**config.mk**
```make
export PLATFORM = sky130hd
export DESIGN_NAME = tcd_centerdrive
export DESIGN_NICKNAME = d
export VERILOG_FILES = /design/src/rtl/tcd_pkg.sv /design/src/rtl/tcd_centerdrive.sv
export SDC_FILE = /design/constraint.sdc
export NUM_CORES = 1
export LEC_CHECK = 0
export ABC_AREA = 1
export BUFFER_PORTS_ARGS = -buffer_cell sky130_fd_sc_hd__buf_2
export CAP_MARGIN = 25
export CORE_ASPECT_RATIO = 0.75
export CORE_MARGIN = 2
export CORE_UTILIZATION = 50
export DETAILED_ROUTE_END_ITERATION = 10
export HOLD_SLACK_MARGIN = 0.05
export PLACE_DENSITY_LB_ADDON = 0.08
export REMOVE_ABC_BUFFERS = 1
export SYNTH_ARGS = -nofsm -noshare
export SYNTH_HDL_FRONTEND = slang
export SYNTH_SLANG_ARGS = --single-unit
```
**constraint.sdc**
```tcl
create_clock -name mclk -period 2.3 [get_ports mclk]
set_input_delay 0.46 -clock mclk [delete_from_list [all_inputs] [get_ports mclk]]
set_output_delay 0.46 -clock mclk [all_outputs]
set_load 0.005 [all_outputs]
```
**src/rtl/tcd_pkg.sv**
```systemverilog
/*
 * package for the tape centerdrive control block: timing constants,
 * reset values and the packed carriers shared by the design files.
 * assumes a single 125 MHz clock and synchronous active-high reset.
 */
package tcd_pkg;

  // ************************************************************
  // clock and timing
  // ************************************************************
  localparam int unsigned CLK_MHZ = 125;
  // start pulse width, in nanoseconds
  localparam int unsigned START_PULSE_NS = 500;
  localparam int unsigned START_PULSE_CYC =
    (START_PULSE_NS * CLK_MHZ) / 1000;
  // delay before pickup done, in milliseconds
  localparam int unsigned PICKUP_DELAY_MS = 10;
  localparam int unsigned PICKUP_DELAY_CYC =
    PICKUP_DELAY_MS * CLK_MHZ * 1000;
  // clear relay energize time, in milliseconds
  localparam int unsigned CLEAR_RELAY_MS = 10;
  localparam int unsigned CLEAR_RELAY_CYC =
    CLEAR_RELAY_MS * CLK_MHZ * 1000;
  localparam int unsigned CNT_W = 24;
  localparam int unsigned PULSE_W = 8;

  // ************************************************************
  // reset values
  // ************************************************************
  localparam logic INTERLOCK_RST = 1'h1;
  localparam logic DRIVE_RST = 1'h0;

  // ************************************************************
  // carriers
  // ************************************************************
  typedef struct packed {
    logic read_fwd;
    logic read_bwd;
    logic write_fwd;
    logic no_ring_indication;
  } tcd_unit_status_s;

  typedef struct packed {
    logic read_preset_pulse;
    logic write_preset_pulse;
    logic rw_control_reset_pulse;
    logic clear_out_buffer;
  } tcd_preset_s;

  typedef struct packed {
    logic read_start_pulse;
    logic write_start_pulse;
    logic direction_error_pulse;
  } tcd_start_s;

endpackage : tcd_pkg

```
**src/rtl/tcd_centerdrive.sv**
```systemverilog
/*
 * tape centerdrive control: interlocks, presets, start and drive
 * flip-flops, direction check and clear relay timing.
 * assumes: unit status lines arrive from the tape unit asynchronously
 * and are synchronised here; all other inputs are single-cycle pulses
 * or levels on mclk from neighbouring logic.
 */
// Summary of operation
// RULE1: read and write drives are independent flip-flops, may run together.
// RULE2: unit selection preset sets both read and write interlocks.
// RULE3: set interlock blocks drive; clear one opens drive and error gates.
// RULE4: pickup done, read op, read drive idle gives a read preset pulse.
// RULE5: read preset clears read circuits and resets the read interlock.
// RULE6: write preset needs pickup done, write op, write drive idle, no ring.
// RULE7: write preset clears buffer, write circuits, resets write interlock.
// RULE8: no-ring indication sets ring flag, which keeps write interlock set.
// RULE9: read and write presets merge into one control reset pulse.
// RULE10: program waits for selection done, plus 0.8 s on reversal.
// RULE11: start strobe sets start-tape only when unit is available.
// RULE12: start set, direction right: read or write start by clear interlock.
// RULE13: start set, direction wrong: direction error to diag and unit error.
// RULE14: read direction compares unit read fwd/bwd with read-direction ffs.
// RULE15: write valid only forward, judged from write-forward line alone.
// RULE16: start pulse sets drive, clears start-tape, tells rw circuits.
// RULE17: drive output fed back to end start pulse after 0.5 us.
// RULE18: drive holds for the operation; ending signal clears it.
// RULE19: ending signal times a clear relay output to drop thyratrons.
// RULE20: pickup done comes 10 ms after selection end is detected.
// RULE21: direction error clears start-tape so a later start can retry.
`timescale 1ns/100ps
module tcd_centerdrive #(
  parameter int unsigned PICKUP_CYC = tcd_pkg::PICKUP_DELAY_CYC,
  parameter int unsigned RELAY_CYC = tcd_pkg::CLEAR_RELAY_CYC
) (
  input wire logic mclk,
  input wire logic rst,
  input wire logic select_preset,
  input wire logic selection_end,
  input wire logic op_read,
  input wire logic op_write,
  input wire logic unit_available,
  input wire logic start_instruction_strobe,
  input wire logic read_dir_fwd,
  input wire logic read_dir_bwd,
  input wire tcd_pkg::tcd_unit_status_s unit_status,
  input wire logic read_ending,
  input wire logic write_ending,
  output tcd_pkg::tcd_preset_s preset,
  output tcd_pkg::tcd_start_s start,
  output logic pickup_done_pulse,
  output logic read_drive,
  output logic write_drive,
  output logic read_clear_relay,
  output logic write_clear_relay,
  output logic unit_control_error,
  output logic direction_diag
);

  // ************************************************************
  // synchronisers for tape unit status
  // ************************************************************
  tcd_pkg::tcd_unit_status_s stat_meta_ff;
  tcd_pkg::tcd_unit_status_s stat_ff;

  always_ff @(posedge mclk)
  begin
    if (rst)
    begin
      stat_meta_ff <= '0;
      stat_ff <= '0;
    end
    else
    begin
      stat_meta_ff <= unit_status;
      stat_ff <= stat_meta_ff;
    end
  end

  // ************************************************************
  // pickup ending delay
  // ************************************************************
  logic [tcd_pkg::CNT_W-1:0] pick_cnt_ff;
  logic pick_run_ff;
  logic pickup_done_ff;

  always_ff @(posedge mclk)
  begin
    if (rst)
    begin
      pick_cnt_ff <= '0;
      pick_run_ff <= 1'h0;
      pickup_done_ff <= 1'h0;
    end
    else
    begin
      pickup_done_ff <= 1'h0;
      if (selection_end)
      begin
        pick_run_ff <= 1'h1; // see RULE20
        pick_cnt_ff <= tcd_pkg::CNT_W'(PICKUP_CYC - 1);
      end
      else if (pick_run_ff)
      begin
        if (pick_cnt_ff == '0)
        begin
          pick_run_ff <= 1'h0;
          pickup_done_ff <= 1'h1; // see RULE20
        end
        else
        begin
          pick_cnt_ff <= pick_cnt_ff - 1'h1;
        end
      end
    end
  end

  // ************************************************************
  // presets, ring flag and interlocks
  // ************************************************************
  logic rd_ilk_ff;
  logic wr_ilk_ff;
  logic ring_ff;
  logic rd_drv_ff;
  logic wr_drv_ff;
  logic nxt_rd_pre;
  logic nxt_wr_pre;
  tcd_pkg::tcd_preset_s preset_ff;

  // separate read and write paths run concurrently
  assign nxt_rd_pre = pickup_done_ff & op_read & ~rd_drv_ff; // see RULE4
  assign nxt_wr_pre = pickup_done_ff & op_write & ~wr_drv_ff
                      & ~ring_ff; // see RULE6

  always_ff @(posedge mclk)
  begin
    if (rst)
    begin
      preset_ff <= '0;
    end
    else
    begin
      preset_ff.read_preset_pulse <= nxt_rd_pre;
      preset_ff.write_preset_pulse <= nxt_wr_pre;
      preset_ff.clear_out_buffer <= nxt_wr_pre; // see RULE7
      preset_ff.rw_control_reset_pulse <= nxt_rd_pre
                                         | nxt_wr_pre; // see RULE9
    end
  end

  // ring flag cleared only by a new selection
  always_ff @(posedge mclk)
  begin
    if (rst)
    begin
      ring_ff <= 1'h0;
    end
    else if (stat_ff.no_ring_indication)
    begin
      ring_ff <= 1'h1; // see RULE8
    end
    else if (select_preset)
    begin
      ring_ff <= 1'h0;
    end
  end

  always_ff @(posedge mclk)
  begin
    if (rst)
    begin
      rd_ilk_ff <= tcd_pkg::INTERLOCK_RST;
      wr_ilk_ff <= tcd_pkg::INTERLOCK_RST;
    end
    else
    begin
      if (select_preset)
      begin
        rd_ilk_ff <= 1'h1; // see RULE2
        wr_ilk_ff <= 1'h1; // see RULE2
      end
      else
      begin
        if (nxt_rd_pre)
        begin
          rd_ilk_ff <= 1'h0; // see RULE5
        end
        if (ring_ff)
        begin
          wr_ilk_ff <= 1'h1; // see RULE8
        end
        else if (nxt_wr_pre)
        begin
          wr_ilk_ff <= 1'h0; // see RULE7
        end
      end
    end
  end

  // ************************************************************
  // start-tape, direction check and start pulses
  // ************************************************************
  logic start_tape_ff;
  logic rd_dir_ok;
  logic wr_dir_ok;
  logic rd_go;
  logic wr_go;
  logic dir_err;
  tcd_pkg::tcd_start_s start_ff;

  assign rd_dir_ok = (stat_ff.read_fwd & read_dir_fwd)
                   | (stat_ff.read_bwd & read_dir_bwd); // see RULE14
  assign wr_dir_ok = stat_ff.write_fwd; // see RULE15
  // a cleared interlock opens the drive gate and the error gate
  assign rd_go = start_tape_ff & ~rd_ilk_ff & ~rd_drv_ff
                 & rd_dir_ok; // see RULE3
  assign wr_go = start_tape_ff & ~wr_ilk_ff & ~wr_drv_ff
                 & wr_dir_ok; // see RULE3
  assign dir_err = start_tape_ff
                   & ((~rd_ilk_ff & ~rd_drv_ff & ~rd_dir_ok)
                   | (~wr_ilk_ff & ~wr_drv_ff & ~wr_dir_ok)); // see RULE13

  always_ff @(posedge mclk)
  begin
    if (rst)
    begin
      start_tape_ff <= 1'h0;
    end
    else if (start_instruction_strobe & unit_available)
    begin
      start_tape_ff <= 1'h1; // see RULE11
    end
    else if (rd_go | wr_go)
    begin
      start_tape_ff <= 1'h0; // see RULE16
    end
    else if (dir_err)
    begin
      start_tape_ff <= 1'h0; // see RULE21
    end
  end

  // pulses stretch over the drive feedback window, then end
  logic [tcd_pkg::PULSE_W-1:0] rd_pw_ff;
  logic [tcd_pkg::PULSE_W-1:0] wr_pw_ff;
  localparam logic [tcd_pkg::PULSE_W-1:0] PW_LOAD =
    tcd_pkg::PULSE_W'(tcd_pkg::START_PULSE_CYC - 1);

  always_ff @(posedge mclk)
  begin
    if (rst)
    begin
      rd_pw_ff <= '0;
      wr_pw_ff <= '0;
      start_ff <= '0;
    end
    else
    begin
      start_ff.direction_error_pulse <= dir_err; // see RULE13
      if (rd_go)
      begin
        rd_pw_ff <= PW_LOAD;
        start_ff.read_start_pulse <= 1'h1; // see RULE12
      end
      else if (rd_pw_ff != '0)
      begin
        rd_pw_ff <= rd_pw_ff - 1'h1;
      end
      else
      begin
        start_ff.read_start_pulse <= 1'h0; // see RULE17
      end
      if (wr_go)
      begin
        wr_pw_ff <= PW_LOAD;
        start_ff.write_start_pulse <= 1'h1; // see RULE12
      end
      else if (wr_pw_ff != '0)
      begin
        wr_pw_ff <= wr_pw_ff - 1'h1;
      end
      else
      begin
        start_ff.write_start_pulse <= 1'h0; // see RULE17
      end
    end
  end

  // ************************************************************
  // drive flip-flops, error flags and clear relays
  // ************************************************************
  // drive set wins over an ending in the same cycle
  always_ff @(posedge mclk)
  begin
    if (rst)
    begin
      rd_drv_ff <= tcd_pkg::DRIVE_RST;
      wr_drv_ff <= tcd_pkg::DRIVE_RST;
    end
    else
    begin
      if (rd_go)
      begin
        rd_drv_ff <= 1'h1; // see RULE16
      end
      else if (read_ending)
      begin
        rd_drv_ff <= 1'h0; // see RULE18
      end
      if (wr_go)
      begin
        wr_drv_ff <= 1'h1; // see RULE1
      end
      else if (write_ending)
      begin
        wr_drv_ff <= 1'h0; // see RULE18
      end
    end
  end

  // error flags are cleared by a new selection; new error wins
  logic unit_err_ff;
  logic diag_ff;

  always_ff @(posedge mclk)
  begin
    if (rst)
    begin
      unit_err_ff <= 1'h0;
      diag_ff <= 1'h0;
    end
    else if (dir_err)
    begin
      unit_err_ff <= 1'h1; // see RULE13
      diag_ff <= 1'h1; // see RULE13
    end
    else if (select_preset)
    begin
      unit_err_ff <= 1'h0;
      diag_ff <= 1'h0;
    end
  end

  logic [tcd_pkg::CNT_W-1:0] rrel_cnt_ff;
  logic [tcd_pkg::CNT_W-1:0] wrel_cnt_ff;
  logic rrel_ff;
  logic wrel_ff;

  always_ff @(posedge mclk)
  begin
    if (rst)
    begin
      rrel_cnt_ff <= '0;
      wrel_cnt_ff <= '0;
      rrel_ff <= 1'h0;
      wrel_ff <= 1'h0;
    end
    else
    begin
      if (read_ending)
      begin
        rrel_cnt_ff <= tcd_pkg::CNT_W'(RELAY_CYC - 1); // see RULE19
        rrel_ff <= 1'h1;
      end
      else if (rrel_cnt_ff != '0)
      begin
        rrel_cnt_ff <= rrel_cnt_ff - 1'h1;
      end
      else
      begin
        rrel_ff <= 1'h0;
      end
      if (write_ending)
      begin
        wrel_cnt_ff <= tcd_pkg::CNT_W'(RELAY_CYC - 1); // see RULE19
        wrel_ff <= 1'h1;
      end
      else if (wrel_cnt_ff != '0)
      begin
        wrel_cnt_ff <= wrel_cnt_ff - 1'h1;
      end
      else
      begin
        wrel_ff <= 1'h0;
      end
    end
  end

  assign preset = preset_ff;
  assign start = start_ff;
  assign pickup_done_pulse = pickup_done_ff;
  assign read_drive = rd_drv_ff;
  assign write_drive = wr_drv_ff;
  assign read_clear_relay = rrel_ff;
  assign write_clear_relay = wrel_ff;
  assign unit_control_error = unit_err_ff;
  assign direction_diag = diag_ff;

endmodule : tcd_centerdrive

```
# Word level (Yosys, flattened, before mapping)
# Index checks and enable logic that the tools add are counted.
dict set report word_totals {
  register_bits 113
  in_bits 16
  out_inout_bits 14
  elab_cells 135
}
dict set report op_classes {
  add_sub_neg 5
  eq_ne 5
  n_mux 33
  n_bitwise 32
  reduce_logical 25
}
# operator n
set ops {}
lappend ops {{21-bit 2-to-1 mux} 7}
lappend ops {{24-bit by 1-bit subtractor with 24-bit output (second input constant)} 3}
lappend ops {{24-bit nonzero test} 2}
lappend ops {{24-bit logical NOT} 1}
lappend ops {{6-bit 2-to-1 mux} 4}
lappend ops {{1-bit 2-to-1 mux} 22}
lappend ops {{1-bit bitwise AND} 19}
lappend ops {{2-bit nonzero test} 9}
lappend ops {{8-bit nonzero test} 2}
lappend ops {{8-bit by 1-bit subtractor with 8-bit output (second input constant)} 2}
lappend ops {{2-bit OR reduction} 6}
lappend ops {{2-bit inequality test (second input constant)} 5}
lappend ops {{1-bit inverter} 9}
lappend ops {{3-bit OR reduction} 2}
lappend ops {{1-bit bitwise OR} 4}
lappend ops {{2-bit AND reduction} 2}
lappend ops {{3-bit nonzero test} 1}

# Longest topological paths before layout
# Gate-level depths: netlist (run 1).
dict set report logic_depth {
  depth_word 9
  mapped_depth 11
  ltp_nobuf 11
}

# Least setup slack after synthesis (run 1)
# No wires, ideal clock.
dict set report synth_timing {
  path_type {register to register}
  from {register rrel_cnt_ff[0] (netlist name)}
  to {register rrel_cnt_ff[0] (netlist name)}
  setup_ps 110
  t_arrival_ps 1493
  required_ps 2190
  slack_ps 697
  stages_incl_launch_ff 11
  n_path_buf 1
  period_less_slack_ps 1603
  cell_sequence {dfxtp_1 -> inv_1 -> ha_1 -> nand2_1 -> nor2_2 -> nand3_1 -> buf_2 -> a21oi_1 -> o21ai_1 -> nand2_1 -> inv_1}
}
dict set report synth_via {
  elab_chain_cells 3
  word_cells_on_any_way 5
  classes_between {add/sub (1); mux (2); reduce/logical (2)}
}
# element line
set synth_rtl {}
lappend synth_rtl {{from (decl)} tcd_centerdrive.sv:343} ;# logic [tcd_pkg::CNT_W-1:0] rrel_cnt_ff;
lappend synth_rtl {{from (signal assigned)} tcd_centerdrive.sv:361} ;# rrel_cnt_ff <= tcd_pkg::CNT_W'(RELAY_CYC - 1);
lappend synth_rtl {{from (signal assigned)} tcd_centerdrive.sv:366} ;# rrel_cnt_ff <= rrel_cnt_ff - 1'h1;
lappend synth_rtl {{24-bit by 1-bit subtractor with 24-bit output} tcd_centerdrive.sv:366}
lappend synth_rtl {{21-bit 2-to-1 mux} tcd_centerdrive.sv:364} ;# else if (rrel_cnt_ff != '0)
lappend synth_rtl {{21-bit 2-to-1 mux} tcd_centerdrive.sv:359} ;# if (read_ending)
# Several ways; a longest one is shown, not always the timed one. The select of a mux whose other input is x is not followed.
# A chain may end at the register's enable or synchronous reset.

# Final worst setup path (run 1)
dict set report layout_timing {
  from {register wrel_cnt_ff[0] (netlist name)}
  to {register wrel_cnt_ff[0] (netlist name)}
}
dict set report layout_via {
  elab_chain_cells 3
  word_cells_on_any_way 5
  classes_between {add/sub (1); mux (2); reduce/logical (2)}
}
# element line
set layout_rtl {}
lappend layout_rtl {{from (decl)} tcd_centerdrive.sv:344} ;# logic [tcd_pkg::CNT_W-1:0] wrel_cnt_ff;
lappend layout_rtl {{from (signal assigned)} tcd_centerdrive.sv:374} ;# wrel_cnt_ff <= tcd_pkg::CNT_W'(RELAY_CYC - 1);
lappend layout_rtl {{from (signal assigned)} tcd_centerdrive.sv:379} ;# wrel_cnt_ff <= wrel_cnt_ff - 1'h1;
lappend layout_rtl {{24-bit by 1-bit subtractor with 24-bit output} tcd_centerdrive.sv:379}
lappend layout_rtl {{21-bit 2-to-1 mux} tcd_centerdrive.sv:377} ;# else if (wrel_cnt_ff != '0)
lappend layout_rtl {{21-bit 2-to-1 mux} tcd_centerdrive.sv:372} ;# if (write_ending)
# Several ways; a longest one is shown, not always the timed one. The select of a mux whose other input is x is not followed.

==> results of run 1 <==
[cells in the mapped netlist, drive strengths merged]
library cell    n
nor2          175
a21o            1
xnor2          22
a31oi           5
clkinv          2
nand3b          5
a21oi          57
inv           102
clkbuf          8
and2            1
nand2         180
o31ai           2
xor2           18
a211oi          1
nor3           17
o21ai          24
ha              7
dfxtp         113
buf            13
or2             4
nand4          21
o21a            1
o22ai           1
nand3          76
nor3b           1
[worst max-delay path, stage by stage, from the launching register on]
cell,delay (ns)
dfxtp_1,0.31
inv_1,0.13
ha_1,0.32
nand2_2,0.13
nor2_4,0.19
nand3_1,0.44
a21oi_1,0.27
a21oi_1,0.08
[worst max-delay path by stage]
stage / start / depth (start not counted) / slack (ns) / to
after floorplan: rrel_cnt_ff[0]$_SDFFE_PP0P_ / 8 / 0.36 / rrel_cnt_ff[1]$_SDFFE_PP0P_
after global placement: wrel_cnt_ff[0]$_SDFFE_PP0P_ / 7 / 0.43 / wrel_cnt_ff[0]$_SDFFE_PP0P_
after detailed placement: wrel_cnt_ff[0]$_SDFFE_PP0P_ / 7 / 0.32 / wrel_cnt_ff[0]$_SDFFE_PP0P_
after CTS: wrel_cnt_ff[0]$_SDFFE_PP0P_ / 7 / 0.27 / wrel_cnt_ff[0]$_SDFFE_PP0P_
after global routing: wrel_cnt_ff[0]$_SDFFE_PP0P_ / 7 / 0.05 / wrel_cnt_ff[0]$_SDFFE_PP0P_
final: wrel_cnt_ff[0]$_SDFFE_PP0P_ / 7 / 0.29 / wrel_cnt_ff[0]$_SDFFE_PP0P_
[area by class of cell]
cell class                 instances  area share (%)
multi-input combinational        619            45.7
sequential                       113            33.4
clock buffer                      18            6.34
inverter                         104            5.87
tap                              162            2.99
clock inverter                    14            2.97
timing repair buffer              34            2.70
[stage by stage]
step | setup slack, ns | hold WS, ns | instance area, sq um | util (%) | std cells
2_1_floorplan | 0.365 | 0.388 | 5760 | - | 836
3_3_place_gp | 0.428 | 0.389 | 6140 | 53.3 | 1032
3_5_place_dp | 0.321 | 0.394 | 6140 | 53.3 | 1032
4_1_cts | 0.273 | 0.237 | 6770 | 58.7 | 1064
5_1_grt | 0.0500 | 0.237 | 6770 | 58.7 | 1064
6_report | 0.289 | 0.244 | 6770 | 58.7 | 1064
[state kept, by name, summed over array words and instances, names as in the netlist, 3 cells and up]
| name | cells |
|---|---|
| start | 3 |
| stat_ff | 3 |
| rd_pw_ff | 8 |
| rrel_cnt_ff | 24 |
| wr_pw_ff | 8 |
| preset | 3 |
| stat_meta_ff | 4 |
| wrel_cnt_ff | 24 |
| pick_cnt_ff | 24 |
[power breakdown]
group	internal, uW	total (uW)	switching (uW)
sequential	2150	2310	161
clock	1830	2830	999
combinational	473	1290	818
[per-layer routing]
layer	share of wire (%)	up-vias
met2	44	179
met4	0.89	0
met1	48	2504
met5	0	-
li1	-	2811
met3	6.8	10
[cell families (layout without fill, tap and decap cells)]
| logic type | Yosys count | count (layout) |
|---|---|---|
| simple gates | 480 | 480 |
| fa+ha+maj | 7 | 7 |
| flops | 113 | 113 |
| compound gates | 92 | 92 |
| xor+xnor | 40 | 40 |
| buf+inv | 125 | 170 |
==> reports/qor.txt, run 1 <==
Antenna Cells = 0
Mean post-synth cell area = 6.85 sq um
Crit Path Category = flip-flop to flip-flop
Leading cell type in the layout, fill and taps excluded = nand2_1
FMAX = 497 MHz
Clock Sinks = 113
Max Slew Vio Count = 0
Via count = 5504
PostCTS Resize Cnt = 0
Power, Total = 6430 uW
Antenna violations before repair = 0
Register area = 2260 sq um
Die W = 129 microns
Hold-fix buffers at CTS = 0
CP Data Required Time = 2.59 ns
Syn. warnings = 0
Top cells by area, synth = dfxtp_1, nand2_1, nor2_1
Final setup fails = 0
Area Overhead vs Synth = 15.3%
Commonest cells after routing, fill and taps aside = nand2_1, nor2_1, dfxtp_1
GR Layer Usage met2 = 35.1%
Busiest grt layer = met2
Peak VDD IR = 0.000670 V
Yosys reg bits = 113
Synth top area share = 38.5%
CTS tree = built
Cell Rows = 34
H-Tree Depth = 4
Port Buffers = 29
Vias in the first global route = 4992
Pwr dens = 950 nW/um^2
Worst min path class = input port to flip-flop
Cell count after synthesis = 857
Routed vias/inst = 5.17
Critical Path AT = 2.30 ns
Boundary pin count = 30
Clock latency at the later pin of the worst-skew pair = 0.42 ns
R2R Setup Slk = 0.29 ns
Hold path start = unit_status[1]
DRC Markers = 0
M3 GR Usage = 6.79%
Post-synthesis cell type count = 43
FF-to-FF Start = wrel_cnt_ff[0]$_SDFFE_PP0P_
Total GRT Usage = 23.1%
Tcrit/Tclk final = 87.5%
Drt first pass iters = 5
Synth Area in Compound Gates = 8.75%
Routability Congestion = 0.915
Status = finished clean
Lkg Pwr = 0.00303 uW
CTS buffer count = 17
Startpoint Class = flip-flop
Layout cell share with drive strength beyond 1 = 11.3%
Grt ovf = 0
Largest family of logic cells by synthesized area = simple AND/OR/NAND/NOR gates
Initial Utilization = 51.0%
Endpoints failing hold = 0
First DRT Iteration DRCs = 466
FILL cells = 1066
Sequential area share after synthesis = 38.5%
Detail Route Antenna Nets = 0
Met1 Use GR = 32.1%
Synthesized cell area = 5870 sq um
R2R Path End = wrel_cnt_ff[0]$_SDFFE_PP0P_
WHS Path Cells = 3
Clock Skew = 0.00690 ns
DP HPWL = 9870 microns
Worst-path clk slew = 0.06 ns
Simple-gate share of the synthesized area = 36.5%
Worst r2r path cells = 7
Final Critical Period = 2.01 ns
Die Span Y = 97.9 microns
Core area = 11500 sq um
Area occupied by multi-input gates = 3100 sq um
Worst-Margin Slew = 0.589 ns
Largest net degree at the start of global routing = 26
Sink of the worst hold path = stat_meta_ff[1]$_SDFF_PP0_
XOR/XNOR Fraction of Synth Area = 5.96%
Full die area = 12600 sq um
WL/cell = 13.1 microns
Total wire length = 13900 microns
Max-cap violation count = 0
CP max FO = 14
Slew Limit Headroom = 60.7%
Max clock buf depth = 2
Root Buffer = clkbuf_16
Synth area leader = dfxtp_1
Multiplexer share of the synthesized area = 0%
Postcts setup bufs = 0
RSZ-0062 raised after global routing = false
Synth Area in Adders = 1.49%
Endpoint type of the worst setup path = flip-flop
First-pass GRT wire length = 23300 microns
Final nets = 912
Setup TNS = 0 ns
Power figures use the tool's default switching activity.
==> run 2: changes to the inputs <==
- BUFFER_PORTS_ARGS: -buffer_cell sky130_fd_sc_hd__buf_2 -> -buffer_cell sky130_fd_sc_hd__buf_4
==> run 2 against run 1 <==
  * Total power is 2.0% lower
  * Critical path depth stayed put
  * Worst setup slack worse by 0.042 ns
  * Register-to-register slack worse by 0.04 ns
  * Sequential share of layout area is 0.22 points lower
  * Final area is 0.67% higher
  * Global-route usage is 0.63 points higher
  * Die area stayed put
  * Non-clock buffer count stayed put
  * Largest cell class unchanged
==> reports/qor.txt, run 2 (synthesis gave the netlist of run 1 again) <==
Hold-fix buffers at CTS = 0 (unchanged)
Via count = 5439 (-1.2%)
Antenna Cells = 0 (unchanged)
Final nets = 912 (unchanged)
Max-cap violation count = 0 (unchanged)
Crit path launch = wrel_cnt_ff[0]$_SDFFE_PP0P_
CP most frequent cell = a21oi_1
Root Buffer = clkbuf_16
Clock latency at the later pin of the worst-skew pair = 0.42 ns (about the same)
Pwr dens = 925 nW/um^2 (-2.6%)
Core area = 11500 sq um (unchanged)
Clk pwr share = 42.6% (-1.4 points)
Slew Limit Headroom = 57.5% (-3.2 points)
PostCTS Resize Cnt = 0 (unchanged)
Largest net degree at the start of global routing = 31 (+19%)
DRC Markers = 0 (unchanged)
Routability Congestion = 0.941 (+2.9%)
Largest delay share family, worst path = simple AND/OR/NAND/NOR gates
Worst-Margin Slew = 0.635 ns (+0.0468 ns)
CTS buffer count = 17 (unchanged)
Top Registers = pick_cnt_ff x24, rrel_cnt_ff x24, wrel_cnt_ff x24
CTS tree = built
Clock Sinks = 113 (unchanged)
Psw = 2040 uW (+3.3%)
Detail Route Antenna Nets = 0 (unchanged)
Clock Skew = 0.00779 ns (+0.000885 ns)
Critical Path AT = 2.35 ns (+0.05 ns)
DP HPWL = 10100 microns (+2.6%)
Endpoints failing hold = 0 (unchanged)
Peak VDD IR = 0.000568 V (-15%)
FMAX = 487 MHz (-2.0%)
Sequential cell fraction of total power = 36.6% (+0.6 points)
Routed vias/inst = 5.11 (-1.2%)
H-Tree Depth = 4 (unchanged)
Endpoint type of the worst setup path = flip-flop
Vias in the first global route = 5269 (+5.5%)
Drt first pass iters = 5 (unchanged)
Grt ovf = 0 (unchanged)
Area occupied by multi-input gates = 3100 sq um (+0.16%)
Leading cell type in the layout, fill and taps excluded = nand2_1
Comb pwr share = 20.8% (+0.7 points)
First DRT Iteration DRCs = 380 (-18%)
CP bufs+invs = 1 (unchanged)
Die Span Y = 97.9 microns (unchanged)
Non-Filler Instances = 1064 (unchanged)
Port Buffers = 29 (unchanged)
Crit Path Category = flip-flop to flip-flop
Die W = 129 microns (unchanged)
Antenna violations before repair = 0 (unchanged)
Status = finished clean
Boundary pin count = 30 (unchanged)
WL/cell = 13.3 microns (+1.7%)
Max clock buf depth = 2 (unchanged)
Cell Rows = 34 (unchanged)
Register area = 2260 sq um (unchanged)
Worst-path clk slew = 0.06 ns (about the same)
Initial Utilization = 51.0% (unchanged)
Postcts setup bufs = 0 (unchanged)
Worst path depth = 7 (unchanged)
R2R Setup Slk = 0.25 ns (-0.04 ns)
CP max-delay cell = nand3_1
Worst min path class = input port to flip-flop
Power, Total = 6300 uW (-2.0%)
Switching share of power = 32.4% (+1.6 points)
Dpl cells = 1032 (unchanged)
CP Data Required Time = 2.60 ns (about the same)
FF-to-FF Start = wrel_cnt_ff[0]$_SDFFE_PP0P_
Max Slew Vio Count = 0 (unchanged)
CP max FO = 14 (unchanged)
Tcrit/Tclk final = 89.3% (+1.8 points)
RSZ-0062 raised after global routing = false
Total wire length = 14200 microns (+1.7%)
Cell-internal power = 4260 uW (-4.3%)
Full die area = 12600 sq um (unchanged)
Total GRT Usage = 23.8% (+0.63 points)
Worst r2r path cells = 7 (unchanged)
Hold Slack = 0.239 ns (-0.00533 ns)
Startpoint Class = flip-flop
Final Critical Period = 2.05 ns (+0.0419 ns)
Commonest cells after routing, fill and taps aside = nand2_1, nor2_1, dfxtp_1
Biggest cell delay along the critical path = 0.49 ns (+0.05 ns)
Lkg Pwr = 0.00303 uW (about the same)
First-pass GRT wire length = 24100 microns (+3.5%)
FILL cells = 1101 (+3.3%)
Layout cell share with drive strength beyond 1 = 11.5% (+0.22 points)
Final worst setup slack = 0.247 ns (-0.0419 ns)
Area Overhead vs Synth = 16.1%
R2R Path End = wrel_cnt_ff[0]$_SDFFE_PP0P_
Cells along the critical path = inv_1 -> ha_1 -> nand2_2 -> nor2_4 -> nand3_1 -> a21oi_1 -> a21oi_1
DP Worst Slack = 0.309 ns (-0.0117 ns)
Setup TNS = 0 ns (unchanged)
Final setup fails = 0 (unchanged)
CP endpoint = wrel_cnt_ff[0]$_SDFFE_PP0P_
run 2: cell types whose count changed in the layout (fill, tap and decap cells not counted), sizes merged:
cell,change
inv,+4
bufinv,-2
clkbuf,-1
clkinv,-1
run 2: cell type report:
| cell class | instances | area share, % |
|---|---|---|
| clock buffer | 17 | 6.24 |
| clock inverter | 15 | 2.53 |
| inverter | 104 | 5.84 |
| multi-input combinational | 619 | 45.5 |
| sequential | 113 | 33.2 |
| tap | 162 | 2.97 |
| timing repair buffer | 34 | 3.74 |
run 2: power by group through the flow:
stage                     registers, uW  clock network [uW]  logic, uW
after floorplan                    2310                   0       1010
after global placement             2340                   0       1250
after detailed placement           2350                   0       1280
after CTS                          2310                2720       1300
after global routing               2330                2820       1510
final                              2310                2690       1310
run 2: stage by stage:
step                area, sq um  utilization (%)
detailed placement         6210             53.9
finish                     6820             59.1
global placement           6210             53.9
floorplan                  5760                -
global route               6820             59.1
CTS                        6810             59.1
run 2: worst min-delay path by stage:
| stage | start | to | slack [ns] | cells after the start |
|---|---|---|---|---|
| global route | unit_status[2] | stat_meta_ff[2]$_SDFF_PP0_ | 0.25 | 3 |
| floorplan | stat_meta_ff[0]$_SDFF_PP0_ | stat_ff[0]$_SDFF_PP0_ | 0.39 | 2 |
| global placement | stat_meta_ff[2]$_SDFF_PP0_ | stat_ff[2]$_SDFF_PP0_ | 0.39 | 2 |
| finish | unit_status[0] | stat_meta_ff[0]$_SDFF_PP0_ | 0.24 | 3 |
| CTS | unit_status[0] | stat_meta_ff[0]$_SDFF_PP0_ | 0.23 | 3 |
| detailed placement | stat_meta_ff[2]$_SDFF_PP0_ | stat_ff[2]$_SDFF_PP0_ | 0.39 | 2 |
run 2: metal layers:
metal	share of wire, %	wire length [microns]	track usage (%)
met1	49	6970	32.4
met2	44	6300	36.3
met3	5.1	729	6.19
met4	1.3	191	8.70
met5	0	0	0
run 2: worst min-delay path, delay by kind of cell:
family | cells | cell delay [ns]
and+or+nand+nor | 1 | 0.06
buffers and inverters | 2 | 0.10
==> run 3: changes to the inputs <==
- HOLD_SLACK_MARGIN: 0.05 -> 0.15
- clock period: 2.3 -> 2.45 ns (I/O delays scaled with it)
==> run 3 against run 2 <==
  * Global-route usage is 1.6 points lower
  * Largest power group unchanged
  * Final cell count decreased by 0.19%
  * Critical path depth stayed put
  * Critical path type unchanged
  * Via count down 0.22%
==> reports/qor.txt, run 3 (synthesis gave the netlist of run 1 again) <==
Worst-Margin Slew = 0.574 ns (-0.0614 ns)
Max clock buf depth = 2 (unchanged)
Power, Total = 5770 uW (-8.5%)
Hold-fix buffers at CTS = 0 (unchanged)
Slew Limit Headroom = 61.7% (+4.2 points)
Area occupied by multi-input gates = 3100 sq um (-0.16%)
Crit Path Category = flip-flop to flip-flop
Tcrit/Tclk final = 80.0% (-9.2 points)
Non-Filler Instances = 1062 (-0.19%)
Die Span Y = 97.9 microns (unchanged)
Pwr dens = 851 nW/um^2 (-7.9%)
Max Slew Vio Count = 0 (unchanged)
Final setup fails = 0 (unchanged)
Final nets = 910 (-0.22%)
Layout cell share with drive strength beyond 1 = 11.2% (-0.31 points)
CTS buffer count = 17 (unchanged)
Utilization after layout = 58.8% (-0.37 points)
DRC Markers = 0 (unchanged)
H-Tree Depth = 4 (unchanged)
Dpl cells = 1030 (-0.19%)
Drt first pass iters = 5 (unchanged)
First-pass GRT wire length = 22700 microns (-5.7%)
Vias in the first global route = 4914 (-6.7%)
WL/cell = 12.7 microns (-4.9%)
Area Overhead vs Synth = 15.3%
Setup TNS = 0 ns (unchanged)
CP Data Required Time = 2.74 ns (+0.14 ns)
Critical Path AT = 2.25 ns (-0.10 ns)
First DRT Iteration DRCs = 396 (+4.2%)
Routed vias/inst = 5.11 (about the same)
Full die area = 12600 sq um (unchanged)
Antenna Cells = 0 (unchanged)
CTS tree = built
Final Critical Period = 1.96 ns (-0.0926 ns)
Total GRT Usage = 22.2% (-1.6 points)
Antenna violations before repair = 0 (unchanged)
Routability Congestion = 0.976 (+3.7%)
Endpoints failing hold = 0 (unchanged)
Total wire length = 13500 microns (-5.1%)
Top Registers = pick_cnt_ff x24, rrel_cnt_ff x24, wrel_cnt_ff x24
Peak VDD IR = 0.000541 V (-4.8%)
Worst-path clk slew = 0.06 ns (about the same)
Commonest cells after routing, fill and taps aside = nand2_1, nor2_1, dfxtp_1
Status = finished clean
Lkg Pwr = 0.00300 uW (-0.79%)
DP HPWL = 9750 microns (-3.6%)
Initial Utilization = 51.0% (unchanged)
Clock Skew = 0.00664 ns (-0.00115 ns)
RSZ-0062 raised after global routing = false
Die W = 129 microns (unchanged)
Hold Slack = 0.276 ns (+0.0365 ns)
Endpoint type of the worst setup path = flip-flop
Via count = 5427 (-0.22%)
FMAX = 510 MHz (+4.7%)
PostCTS Resize Cnt = 0 (unchanged)
Cell Rows = 34 (unchanged)
Clock latency at the later pin of the worst-skew pair = 0.41 ns (about the same)
Register area = 2260 sq um (unchanged)
Postcts setup bufs = 0 (unchanged)
Leading cell type in the layout, fill and taps excluded = nand2_1
Largest net degree at the start of global routing = 35 (+13%)
CP max FO = 14 (unchanged)
Boundary pin count = 30 (unchanged)
Grt ovf = 0 (unchanged)
Worst min path class = input port to flip-flop
FILL cells = 1079 (-2.0%)
Core area = 11500 sq um (unchanged)
Max-cap violation count = 0 (unchanged)
Detail Route Antenna Nets = 0 (unchanged)
Clock Sinks = 113 (unchanged)
R2R Setup Slk = 0.49 ns (+0.24 ns)
Startpoint Class = flip-flop
Port Buffers = 29 (unchanged)
Root Buffer = clkbuf_16
run 3: cell count changes in the layout (fill, tap and decap cells not counted):
cell	before	now
bufinv_16	2	1
clkinv_4	1	2
inv_6	7	6
buf_4	34	32
clkinvlp_4	2	3
nand3_2	1	0
nand3_1	74	75
run 3: through the flow:
| step | area [sq um] | setup slack [ns] |
|---|---|---|
| after CTS | 6780 | 0.486 |
| after detailed placement | 6200 | 0.499 |
| final | 6780 | 0.489 |
| after floorplan | 5760 | 0.515 |
| after global placement | 6200 | 0.550 |
| after global routing | 6780 | 0.268 |
run 3: layer usage:
metal  track usage, %  up-vias  part of all wire [%]
li1                 -     2795                     -
met1             31.0     2451                    50
met2             34.5      158                    43
met3             3.95       23                   5.4
met4             7.94        0                   1.4
met5                0        -                     0
run 3: final cells by class:
| type | instances | area share [%] |
|---|---|---|
| Timing Repair Buffer | 32 | 3.55 |
| Multi-Input combinational cell | 619 | 45.7 |
| Clock buffer | 17 | 6.28 |
| Inverter | 104 | 5.87 |
| Tap cell | 162 | 2.99 |
| Sequential cell | 113 | 33.4 |
| Clock inverter | 15 | 2.22 |
run 3: final timing paths:
path | startpoint | end | cells past startpoint
setup / recovery | wrel_cnt_ff[0]$_SDFFE_PP0P_ | wrel_cnt_ff[0]$_SDFFE_PP0P_ | 7
hold / removal | unit_status[0] | stat_meta_ff[0]$_SDFF_PP0_ | 3
setup reg to reg | wrel_cnt_ff[0]$_SDFFE_PP0P_ | wrel_cnt_ff[0]$_SDFFE_PP0P_ | 7
hold reg to reg | stat_meta_ff[0]$_SDFF_PP0_ | stat_ff[0]$_SDFF_PP0_ | 2
run 3: worst max-delay path, cell delays in order (launching register included):
cell,delay [ns]
dfxtp_1,0.31
inv_1,0.13
ha_1,0.29
nand2_2,0.12
nor2_4,0.19
nand3_1,0.45
a21oi_1,0.28
a21oi_1,0.08
run 3: report_power, final:
| part | switching [uW] | internal (uW) |
|---|---|---|
| registers | 148 | 2020 |
| clock network | 973 | 1430 |
| logic | 755 | 446 |
